==> config.mk <==
export PLATFORM = sky130hd
export DESIGN_NAME = aac_alarm_ctrl
export DESIGN_NICKNAME = d
export VERILOG_FILES = /design/src/shared/aac_pkg.sv /design/src/hw/aac_alarm_ctrl.sv
export VERILOG_INCLUDE_DIRS = /design/src /design/src/shared
export SDC_FILE = /design/constraint.sdc
export NUM_CORES = 1
export LEC_CHECK = 0
export BUFFER_PORTS_ARGS = -buffer_cell sky130_fd_sc_hd__buf_4
export CAP_MARGIN = 20
export CORE_MARGIN = 2
export CORE_UTILIZATION = 50
export CTS_BUF_LIST = sky130_fd_sc_hd__clkbuf_4 sky130_fd_sc_hd__clkbuf_8
export CTS_CLUSTER_SIZE = 8
export DETAILED_ROUTE_END_ITERATION = 16
export PLACE_DENSITY_LB_ADDON = 0.12
export SYNTH_ARGS = -nofsm -noshare
export SYNTH_HDL_FRONTEND = slang
export SYNTH_SLANG_ARGS = --single-unit
==> constraint.sdc <==
create_clock -name i_clk -period 2.05 [get_ports i_clk]
set_input_delay 0.1025 -clock i_clk [delete_from_list [all_inputs] [get_ports i_clk]]
set_output_delay 0.1025 -clock i_clk [all_outputs]
set_load 0.05 [all_outputs]
==> src/shared/aac_map.svh <==
// register offsets, field positions, reset values and timing counts
`ifndef AAC_MAP_SVH
`define AAC_MAP_SVH
`define AAC_OFF_REMOTE_ALARM   8'h00
`define AAC_OFF_EBIT_ACTION    8'h04
`define AAC_OFF_SYS_AIS_LB     8'h08
`define AAC_OFF_MF_TIMER       8'h0c
`define AAC_OFF_TS16_LINE      8'h10
`define AAC_OFF_TS16_SYS       8'h14
`define AAC_OFF_DL_SQUELCH     8'h18
`define AAC_OFF_STATUS         8'h1c
`define AAC_NUM_CFG            7
`define AAC_CFG_RESET          8'h00
`define AAC_RA_FAL             0
`define AAC_RA_TS16            1
`define AAC_RA_TS0             2
`define AAC_RA_TMR             3
`define AAC_RA_SA6_8           4
`define AAC_RA_SA6_C           5
`define AAC_RA_FS12            6
`define AAC_RA_DEMAND          7
`define AAC_EB_CRC             3
`define AAC_EB_TS0             4
`define AAC_EB_TMR             5
`define AAC_SA_FAL             0
`define AAC_SA_TMR             1
`define AAC_SA_INBAND_LB       4
`define AAC_SA_FDL_LINE_LB     6
`define AAC_SA_FDL_PAY_LB      7
`define AAC_T16_AUTO           4
`define AAC_T16_DEMAND         5
`define AAC_T16_SYS_AIS        6
`define AAC_DL_SQUELCH         4
`define AAC_SA6_CODE_8         4'h8
`define AAC_SA6_CODE_C         4'hc
`define AAC_TMR_SHORT_MS       100
`define AAC_TMR_LONG_MS        400
`define AAC_CLK_KHZ            50000
`define AAC_RESP_OKAY          2'h0
`define AAC_RESP_SLVERR        2'h2
`endif

==> src/shared/aac_pkg.sv <==
// types of the alarm action controller
package aac_pkg;
  typedef enum logic [2:0] {
    AAC_FMT_ESF   = 3'b000,
    AAC_FMT_D4_US = 3'b001,
    AAC_FMT_D4_JP = 3'b010,
    AAC_FMT_DDS   = 3'b011,
    AAC_FMT_SLC96 = 3'b100,
    AAC_FMT_E1    = 3'b101
  } aac_fmt_e;
  typedef struct packed {
    logic       frame_align_loss;
    logic       ts16_mf_align_loss;
    logic       ts0_mf_align_loss;
    logic       crc4_err;
    logic [3:0] rx_spare6_code;
    logic       inband_lb_on;
    logic       inband_lb_off;
    logic       fdl_line_lb_on;
    logic       fdl_line_lb_off;
    logic       fdl_pay_lb_on;
    logic       fdl_pay_lb_off;
    logic       fdl_slot;
  } aac_rx_s;
  typedef struct packed {
    logic remote_frame_alarm;
    logic ebit_zero;
    logic sys_ais;
    logic ts16_rma;
    logic sys_ts16_ais;
    logic line_loopback;
    logic payload_loopback;
    logic fs12_one;
    logic ts_bit2_zero;
    logic e1_abit_one;
    logic dds_ts24_bit6_zero;
    logic dl_force;
    logic dl_bit;
  } aac_tx_s;
endpackage

==> src/hw/aac_alarm_ctrl.sv <==
// alarm action controller with axi4-lite register slave
//
// The implementer's own choices: register access over AXI4-Lite and the address map.
`include "aac_map.svh"
`timescale 1ns/10ps
`default_nettype none

module aac_alarm_ctrl #(
  parameter int unsigned P_MS_CYC = `AAC_CLK_KHZ
) (
  // clock and reset
  input  wire logic              i_clk,
  input  wire logic              i_rst_n,
  // framer side
  input  wire aac_pkg::aac_fmt_e i_fmt,
  input  wire aac_pkg::aac_rx_s  i_rx,
  output var  aac_pkg::aac_tx_s  o_tx,
  // axi4-lite write
  input  wire logic [7:0]        i_awaddr,
  input  wire logic              i_awvalid,
  output logic                   o_awready,
  input  wire logic [31:0]       i_wdata,
  input  wire logic [3:0]        i_wstrb,
  input  wire logic              i_wvalid,
  output logic                   o_wready,
  output logic [1:0]             o_bresp,
  output logic                   o_bvalid,
  input  wire logic              i_bready,
  // axi4-lite read
  input  wire logic [7:0]        i_araddr,
  input  wire logic              i_arvalid,
  output logic                   o_arready,
  output logic [31:0]            o_rdata,
  output logic [1:0]             o_rresp,
  output logic                   o_rvalid,
  input  wire logic              i_rready
);
  import aac_pkg::*;

  localparam int unsigned MS_W = $clog2(P_MS_CYC);
  localparam logic [8:0] TMR_SHORT = 9'(`AAC_TMR_SHORT_MS);
  localparam logic [8:0] TMR_LONG  = 9'(`AAC_TMR_LONG_MS);

  // register index decode; bit 3 flags a mapped word
  function automatic logic [3:0] aac_idx(input logic [7:0] a);
    aac_idx = (a[7:5] == 3'h0) ? {1'b1, a[4:2]} : 4'h0;
  endfunction

  logic [7:0]  cfg_q [`AAC_NUM_CFG];
  logic        aw_hold_q, w_hold_q, bvalid_q, rvalid_q, awready_q, wready_q, arready_q;
  logic [7:0]  awaddr_q;
  logic [7:0]  wdata_q;
  logic        wstrb0_q;
  logic [1:0]  bresp_q, rresp_q;
  logic [31:0] rdata_q;
  logic [MS_W-1:0] ms_cnt_q;
  logic [8:0]  mf_cnt_q;
  logic [3:0]  esf_pos_q;
  logic        line_lb_q, pay_lb_q;
  aac_tx_s     tx_q, tx_d;
  logic        mf_exp;

  // axi write channel
  wire       aw_take = i_awvalid & awready_q;
  wire       w_take  = i_wvalid & wready_q;
  wire       wr_do   = aw_hold_q & w_hold_q & ~bvalid_q;
  wire [3:0] wr_idx  = aac_idx(awaddr_q);
  wire       wr_ok   = wr_idx[3] & (wr_idx[2:0] != 3'h7);
  wire       aw_hold_d = (aw_hold_q | aw_take) & ~wr_do;
  wire       w_hold_d  = (w_hold_q | w_take) & ~wr_do;
  wire       bvalid_d  = wr_do | (bvalid_q & ~i_bready);

  always_ff @(posedge i_clk) begin
    if (!i_rst_n) begin
      aw_hold_q <= 1'b0;
      w_hold_q  <= 1'b0;
      bvalid_q  <= 1'b0;
      awready_q <= 1'b0;
      wready_q  <= 1'b0;
      awaddr_q  <= 8'h00;
      wdata_q   <= 8'h00;
      wstrb0_q  <= 1'b0;
      bresp_q   <= `AAC_RESP_OKAY;
    end else begin
      aw_hold_q <= aw_hold_d;
      w_hold_q  <= w_hold_d;
      bvalid_q  <= bvalid_d;
      // each channel ready while its own slot is free and no response is pending, so either may come first
      awready_q <= ~aw_hold_d & ~bvalid_d;
      wready_q  <= ~w_hold_d & ~bvalid_d;
      if (aw_take) begin
        awaddr_q <= i_awaddr;
      end
      if (w_take) begin
        wdata_q  <= i_wdata[7:0];
        wstrb0_q <= i_wstrb[0];
      end
      if (wr_do) begin
        bresp_q <= wr_ok ? `AAC_RESP_OKAY : `AAC_RESP_SLVERR;
      end
    end
  end

  // configuration bytes, all clear at reset
  for (genvar g = 0; g < `AAC_NUM_CFG; g++) begin : g_cfg
    always_ff @(posedge i_clk) begin
      if (!i_rst_n) begin
        cfg_q[g] <= `AAC_CFG_RESET;
      end else if (wr_do && wr_ok && wstrb0_q && wr_idx[2:0] == 3'(g)) begin
        cfg_q[g] <= wdata_q;
      end
    end
  end

  wire [7:0] ra  = cfg_q[0];
  wire [7:0] eb  = cfg_q[1];
  wire [7:0] sa  = cfg_q[2];
  wire [7:0] mt  = cfg_q[3];
  wire [7:0] t16 = cfg_q[4];
  wire [7:0] t16s = cfg_q[5];
  wire [7:0] dl  = cfg_q[6];

  // axi read channel
  wire       ar_take  = i_arvalid & arready_q;
  wire       rvalid_d = ar_take | (rvalid_q & ~i_rready);
  wire [3:0] rd_idx   = aac_idx(i_araddr);
  wire [7:0] status   = {mf_exp, tx_q.payload_loopback, tx_q.line_loopback,
                         tx_q.sys_ts16_ais, tx_q.ts16_rma, tx_q.sys_ais,
                         tx_q.ebit_zero, tx_q.remote_frame_alarm};
  wire [7:0] rd_byte  = (rd_idx[2:0] == 3'h7) ? status : cfg_q[rd_idx[2:0]];

  always_ff @(posedge i_clk) begin
    if (!i_rst_n) begin
      rvalid_q  <= 1'b0;
      arready_q <= 1'b0;
      rdata_q   <= 32'h0000_0000;
      rresp_q   <= `AAC_RESP_OKAY;
    end else begin
      rvalid_q  <= rvalid_d;
      arready_q <= ~rvalid_d;
      if (ar_take) begin
        rdata_q <= rd_idx[3] ? {24'h00_0000, rd_byte} : 32'h0000_0000;
        rresp_q <= rd_idx[3] ? `AAC_RESP_OKAY : `AAC_RESP_SLVERR;
      end
    end
  end

  // multiframe loss timer on millisecond ticks
  wire ms_tick  = (ms_cnt_q == MS_W'(P_MS_CYC - 1));
  wire sel_short = ~mt[7] & mt[2] & mt[0];
  wire sel_long  = ~mt[7] & mt[3] & mt[0];
  assign mf_exp = (sel_short & (mf_cnt_q >= TMR_SHORT))
              | (sel_long & (mf_cnt_q >= TMR_LONG));

  always_ff @(posedge i_clk) begin
    if (!i_rst_n) begin
      ms_cnt_q <= '0;
      mf_cnt_q <= 9'h000;
    end else begin
      ms_cnt_q <= ms_tick ? '0 : ms_cnt_q + 1'b1;
      if (!i_rx.ts0_mf_align_loss) begin
        mf_cnt_q <= 9'h000;
      end else if (ms_tick && mf_cnt_q < TMR_LONG) begin
        mf_cnt_q <= mf_cnt_q + 9'h001;
      end
    end
  end

  // automatic loopbacks from received codes
  always_ff @(posedge i_clk) begin
    if (!i_rst_n) begin
      line_lb_q <= 1'b0;
      pay_lb_q  <= 1'b0;
    end else begin
      if (sa[`AAC_SA_INBAND_LB] && i_rx.inband_lb_on) begin
        line_lb_q <= 1'b1;
      end else if (sa[`AAC_SA_INBAND_LB] && i_rx.inband_lb_off) begin
        line_lb_q <= 1'b0;
      end else if (sa[`AAC_SA_FDL_LINE_LB] && i_rx.fdl_line_lb_on) begin
        line_lb_q <= 1'b1;
      end else if (sa[`AAC_SA_FDL_LINE_LB] && i_rx.fdl_line_lb_off) begin
        line_lb_q <= 1'b0;
      end
      if (sa[`AAC_SA_FDL_PAY_LB] && i_rx.fdl_pay_lb_on) begin
        pay_lb_q <= 1'b1;
      end else if (sa[`AAC_SA_FDL_PAY_LB] && i_rx.fdl_pay_lb_off) begin
        pay_lb_q <= 1'b0;
      end
    end
  end

  // esf alarm pattern position, steps once per data-link slot
  always_ff @(posedge i_clk) begin
    if (!i_rst_n) begin
      esf_pos_q <= 4'h0;
    end else if (i_rx.fdl_slot) begin
      esf_pos_q <= esf_pos_q + 4'h1;
    end
  end

  wire fmt_e1  = (i_fmt == AAC_FMT_E1);
  wire fmt_esf = (i_fmt == AAC_FMT_ESF);
  wire demand  = ra[`AAC_RA_DEMAND];
  wire rfa_auto =
      (ra[`AAC_RA_FAL] & i_rx.frame_align_loss)
    | (ra[`AAC_RA_TS16] & i_rx.ts16_mf_align_loss)
    | (ra[`AAC_RA_TS0] & i_rx.ts0_mf_align_loss)
    | (ra[`AAC_RA_TMR] & mf_exp)
    | (ra[`AAC_RA_SA6_8] & (i_rx.rx_spare6_code == `AAC_SA6_CODE_8))
    | (ra[`AAC_RA_SA6_C] & (i_rx.rx_spare6_code == `AAC_SA6_CODE_C));
  wire dl_squelch = dl[`AAC_DL_SQUELCH] & (fmt_esf | (i_fmt == AAC_FMT_SLC96));

  always_comb begin
    tx_d = '0;
    tx_d.remote_frame_alarm = rfa_auto | demand;
    tx_d.ebit_zero = (eb[`AAC_EB_CRC] & i_rx.crc4_err)
                   | (eb[`AAC_EB_TS0] & i_rx.ts0_mf_align_loss)
                   | (eb[`AAC_EB_TMR] & mf_exp);
    tx_d.sys_ais = (sa[`AAC_SA_FAL] & i_rx.frame_align_loss)
                 | (sa[`AAC_SA_TMR] & mf_exp);
    tx_d.ts16_rma = (t16[`AAC_T16_AUTO] & i_rx.ts16_mf_align_loss)
                  | (t16[`AAC_T16_DEMAND] & fmt_e1);
    tx_d.sys_ts16_ais = t16s[`AAC_T16_SYS_AIS] & i_rx.ts16_mf_align_loss;
    tx_d.line_loopback = line_lb_q;
    tx_d.payload_loopback = pay_lb_q;
    tx_d.fs12_one = ra[`AAC_RA_FS12] & (i_fmt == AAC_FMT_D4_JP);
    tx_d.ts_bit2_zero = demand & (i_fmt == AAC_FMT_D4_US);
    tx_d.e1_abit_one = fmt_e1 & (demand | rfa_auto);
    tx_d.dds_ts24_bit6_zero = demand & (i_fmt == AAC_FMT_DDS);
    tx_d.dl_force = dl_squelch | (demand & fmt_esf);
    tx_d.dl_bit = dl_squelch | ~esf_pos_q[3];
  end

  always_ff @(posedge i_clk) begin
    if (!i_rst_n) begin
      tx_q <= '0;
    end else begin
      tx_q <= tx_d;
    end
  end

  assign o_tx      = tx_q;
  assign o_awready = awready_q;
  assign o_wready  = wready_q;
  assign o_bvalid  = bvalid_q;
  assign o_bresp   = bresp_q;
  assign o_arready = arready_q;
  assign o_rvalid  = rvalid_q;
  assign o_rdata   = rdata_q;
  assign o_rresp   = rresp_q;

  property p_rfa_fal;
    @(posedge i_clk) disable iff (!i_rst_n)
      (ra[0] && i_rx.frame_align_loss) |=> tx_q.remote_frame_alarm;
  endproperty
  a_rfa_fal: assert property (p_rfa_fal) else $error("rfa missing on fal");

  property p_rfa_off;
    @(posedge i_clk) disable iff (!i_rst_n)
      (ra == 8'h00) |=> !tx_q.remote_frame_alarm;
  endproperty
  a_rfa_off: assert property (p_rfa_off) else $error("rfa without cause");

  property p_ebit_crc;
    @(posedge i_clk) disable iff (!i_rst_n)
      (eb[3] && i_rx.crc4_err) |=> tx_q.ebit_zero;
  endproperty
  a_ebit_crc: assert property (p_ebit_crc) else $error("e bit not zeroed");

  property p_sys_ais;
    @(posedge i_clk) disable iff (!i_rst_n)
      (sa[0] && i_rx.frame_align_loss) |=> tx_q.sys_ais;
  endproperty
  a_sys_ais: assert property (p_sys_ais) else $error("system ais missing");

  property p_tmr_exp;
    @(posedge i_clk) disable iff (!i_rst_n)
      mf_exp |-> (mf_cnt_q >= TMR_SHORT) && $past(i_rx.ts0_mf_align_loss);
  endproperty
  a_tmr_exp: assert property (p_tmr_exp) else $error("early timer expiry");

  property p_ts16_rma;
    @(posedge i_clk) disable iff (!i_rst_n)
      (t16[4] && i_rx.ts16_mf_align_loss) |=> tx_q.ts16_rma;
  endproperty
  a_ts16_rma: assert property (p_ts16_rma) else $error("ts16 alarm missing");

  property p_ts16_ais;
    @(posedge i_clk) disable iff (!i_rst_n)
      (t16s[6] && i_rx.ts16_mf_align_loss) |=> tx_q.sys_ts16_ais;
  endproperty
  a_ts16_ais: assert property (p_ts16_ais) else $error("ts16 ais missing");

  property p_line_lb;
    @(posedge i_clk) disable iff (!i_rst_n)
      (sa[4] && i_rx.inband_lb_on) |=> ##1 tx_q.line_loopback;
  endproperty
  a_line_lb: assert property (p_line_lb) else $error("line loopback not set");

  property p_squelch;
    @(posedge i_clk) disable iff (!i_rst_n)
      (dl[4] && (fmt_esf || i_fmt == AAC_FMT_SLC96)) |=> (tx_q.dl_force && tx_q.dl_bit);
  endproperty
  a_squelch: assert property (p_squelch) else $error("data link not squelched");

  property p_rfa_ts16;
    @(posedge i_clk) disable iff (!i_rst_n)
      (ra[1] && i_rx.ts16_mf_align_loss) |=> tx_q.remote_frame_alarm;
  endproperty
  a_rfa_ts16: assert property (p_rfa_ts16) else $error("rfa missing on ts16 loss");

  property p_rfa_ts0;
    @(posedge i_clk) disable iff (!i_rst_n)
      (ra[2] && i_rx.ts0_mf_align_loss) |=> tx_q.remote_frame_alarm;
  endproperty
  a_rfa_ts0: assert property (p_rfa_ts0) else $error("rfa missing on ts0 loss");

  property p_rfa_sa6;
    @(posedge i_clk) disable iff (!i_rst_n)
      (ra[4] && i_rx.rx_spare6_code == 4'h8) |=> tx_q.remote_frame_alarm;
  endproperty
  a_rfa_sa6: assert property (p_rfa_sa6) else $error("rfa missing on spare code");

  property p_ebit_ts0;
    @(posedge i_clk) disable iff (!i_rst_n)
      (eb[4] && i_rx.ts0_mf_align_loss) |=> tx_q.ebit_zero;
  endproperty
  a_ebit_ts0: assert property (p_ebit_ts0) else $error("e bit not zeroed on ts0 loss");

  property p_fs12;
    @(posedge i_clk) disable iff (!i_rst_n)
      (ra[6] && i_fmt == AAC_FMT_D4_JP) |=> tx_q.fs12_one;
  endproperty
  a_fs12: assert property (p_fs12) else $error("frame 12 bit not set");

  property p_pay_lb;
    @(posedge i_clk) disable iff (!i_rst_n)
      (sa[7] && i_rx.fdl_pay_lb_on) |=> ##1 tx_q.payload_loopback;
  endproperty
  a_pay_lb: assert property (p_pay_lb) else $error("payload loopback not set");

endmodule // aac_alarm_ctrl

`default_nettype wire

==> impl_metrics.json <==
{
  "grt_overflow_total": 0,
  "ios": 131,
  "path_max_fanout": 7,
  "worstMarginPinSlew_ns": 0.539,
  "fin_crit_sh": 0.894,
  "rr_startpoint": "ms_cnt_q[4]",
  "diodes": 0,
  "die_area_mm2": 0.0131,
  "synth.area.top_cells": "edfxtp_1 (28%), dfxtp_1 (25%), and2_1 (6.8%), buf_4 (3.7%), nand2_1 (3.6%)",
  "max-cap-violations": 0,
  "fin_crit_ns": 1.83,
  "worstHoldEndpoint": "mf_cnt_q[3]",
  "nNetsFinal": 781,
  "start_util": 0.508,
  "status": "completed",
  "pwr-share-seq": 0.507,
  "dr.pass1.iters": 4,
  "tns_ns": 0,
  "fp.dieH_um": 114,
  "fin_skew_ns": 0.0119,
  "min_path_type": "primary input to flop",
  "clockBufferDepth": 2,
  "slowest_stage": "or4_1",
  "clk_pin_slew_worst_paths_ns": 0.07,
  "postRouteAntennaNets": 0,
  "fmax_mhz": 546,
  "port_buffers": 73,
  "ys.warnings.count": 0,
  "p_sw_uw": 1360,
  "synth_top_area_frac": 0.277,
  "yosysMostFrequentCell": "dfxtp_1",
  "hold_start": "i_rx[12]",
  "cp.arrival_ns": 2.20,
  "cts_buffers": 17,
  "antenna_found_initial": 0,
  "relSlewSlack": 0.639,
  "vias_per_cell": 5.43,
  "synth-seq-area-share": 0.527,
  "grt_use_total": 0.230,
  "core_area_mm2": 0.0120,
  "grt_pass1_vias": 4520,
  "drc": 0,
  "syn_to_final_growth_pct": 23.6,
  "cp.buffers_inverters": 0,
  "worst_slack_ns": 0.217,
  "drive_gt1_frac": 0.206,
  "clock_latency_ns": 0.44,
  "postSynthCellCount": 582,
  "synth_commonest_cells": "dfxtp_1 (76), and2_1 (66), nand2_1 (58)",
  "first_iter_violations": 296,
  "cts.repair.resized": 0,
  "hold_viol": 0,
  "post-synth-top-area-cell": "edfxtp_1",
  "design_area_mm2": 0.00751,
  "clkSinkCount": 132,
  "fp-row-count": 40,
  "synth_area_mm2": 0.00608,
  "worstReg2RegEnd": "mf_cnt_q[2]",
  "holdWs_ns": 0.0286,
  "worstHoldPathCells": 3,
  "power_frac_comb": 0.104,
  "async_flop_share": 0,
  "num_vias": 4669,
  "ff2ff_path_depth": 4,
  "yosys_most_used_dff": "dfxtp_1",
  "maxSlewViolCount": 0,
  "root_buffer": "clkbuf_8",
  "switching_share": 0.238,
  "power_density_mw_per_mm2": 757,
  "slowest_delay_ns": 0.54,
  "grt_pass1_wl_um": 22800,
  "post-place-ws_ns": 0.224,
  "rsz0062_at_grt": "no",
  "tritoncts": "done",
  "final-setup-viol-count": 0,
  "finalNonFillerCells": 860,
  "p_leak_uw": 0.00293,
  "vdd_ir_drop_max_mv": 0.424,
  "routedWlPerCell_um": 16.5,
  "p_int_uw": 4330,
  "ys_ff_latch": 132,
  "synth-edff-count": 56,
  "die_x_um": 114,
  "ff2ff_setup_slack_ns": 0.22,
  "critPathTopFamily": "simple AND/OR/NAND/NOR gates",
  "end_kind": "flop",
  "htree_levels": 4,
  "gp_congestion": 0.853,
  "placed_area_mm2": 0.00674,
  "dp_hpwl_um": 10100,
  "cp-start-kind": "flop",
  "grt_max_degree": 36,
  "clkPwrFrac": 0.389,
  "avgSynthCellArea_um2": 10.4,
  "yosys.cell_types.count": 54,
  "cp.required_ns": 2.41,
  "crit_type": "flop to flop",
  "dp.cells": 792,
  "wl_um": 14200,
  "crit_chain": "nor4b_4, nand4_1, or4_1, a21oi_1"
}
==> power groups by stage <==
| stage | Combinational, µW | Clock, µW | Sequential, µW |
|---|---|---|---|
| floorplan | 354 | 0 | 2970 |
| global placement | 528 | 0 | 2940 |
| detailed placement | 538 | 0 | 2940 |
| CTS | 590 | 2250 | 2890 |
| global route | 635 | 2360 | 2900 |
| finish | 591 | 2210 | 2890 |
==> final cells by class <==
| type | instances | area, µm² |
|---|---|---|
| clock buffer | 27 | 334 |
| clock inverter | 5 | 73.8 |
| fill | 971 | 4450 |
| timing repair buffer | 128 | 1060 |
| sequential | 132 | 3200 |
| tap | 147 | 184 |
| inverter | 6 | 22.5 |
| multi-input combinational | 415 | 2630 |
==> per-stage QoR <==
step | power (µW) | utilization
detailed placement | 3480 | 0.564
floorplan | 3330 | -
global route | 5890 | 0.628
finish | 5690 | 0.628
CTS | 5730 | 0.628
global placement | 3470 | 0.564
==> repair_timing <==
| action | in CTS | in global routing |
|---|---|---|
| buffers inserted | 0 | 0 |
| hold endpoints to repair | 28 | 0 |
| endpoints found under the setup margin | 0 | 0 |
| hold buffers | 36 | 0 |
==> layout by cell type (no fill, tap or decap), types with 8 or more instances in the layout <==
cell	count
buf_4	91
and3_1	9
dfxtp_1	76
nor2b_1	14
nand2_1	58
xor2_1	12
edfxtp_1	56
conb_1	26
nand3_1	23
and2_1	66
o21ai_0	26
nand4_1	9
clkbuf_8	21
nor2_1	26
nand2b_1	8
a21boi_0	22
a21oi_1	18
dlygate4sd3_1	36
==> worst max path at each step <==
stage / start / endpoint / slack [ns] / cells past startpoint
3_5_place_dp: ms_cnt_q[4] / mf_cnt_q[2] / 0.22 / 4
4_1_cts: ms_cnt_q[4] / mf_cnt_q[2] / 0.20 / 4
2_1_floorplan: o_bvalid / cfg_q[5][0] / -0.06 / 4
6_report: ms_cnt_q[4] / mf_cnt_q[2] / 0.22 / 4
5_1_grt: ms_cnt_q[4] / mf_cnt_q[2] / 0.06 / 4
3_3_place_gp: ms_cnt_q[4] / mf_cnt_q[2] / 0.27 / 4
==> layer usage <==
| metal | global-route usage | up-vias | share of wire |
|---|---|---|---|
| li1 | - | 2269 | - |
| met2 | 0.383 | 142 | 0.50 |
| met5 | 0 | - | 0 |
| met3 | 0.0561 | 18 | 0.049 |
| met1 | 0.294 | 2240 | 0.44 |
| met4 | 0.0772 | 0 | 0.018 |
==> registers in the layout, indices dropped and copies added, names as in the netlist, 4 cells and up <==
register	flops
wdata_q	8
ms_cnt_q	16
mf_cnt_q	9
o_rdata	8
esf_pos_q	4
awaddr_q	6
cfg_q	56
o_tx	13
==> worst reg2reg max path: stages, from the launching register on <==
cell	delay, ns
dfxtp_1	0.39
nor4b_4	0.37
nand4_1	0.30
or4_1	0.54
a21oi_1	0.16
==> cells by family (layout without fill, tap and decap cells) <==
| group | Yosys count | after routing | synth area share |
|---|---|---|---|
| simple gates | 244 | 244 | 0.223 |
| flops | 132 | 132 | 0.527 |
| compound gates | 107 | 107 | 0.115 |
| buf+inv | 60 | 166 | 0.0572 |
| mux | 19 | 19 | 0.0471 |
| xor+xnor | 15 | 15 | 0.0216 |
| fa+ha+maj | 4 | 4 | 0.00823 |
| other cells | 1 | 26 | 0.000617 |
(Power assumes the default switching activity.)
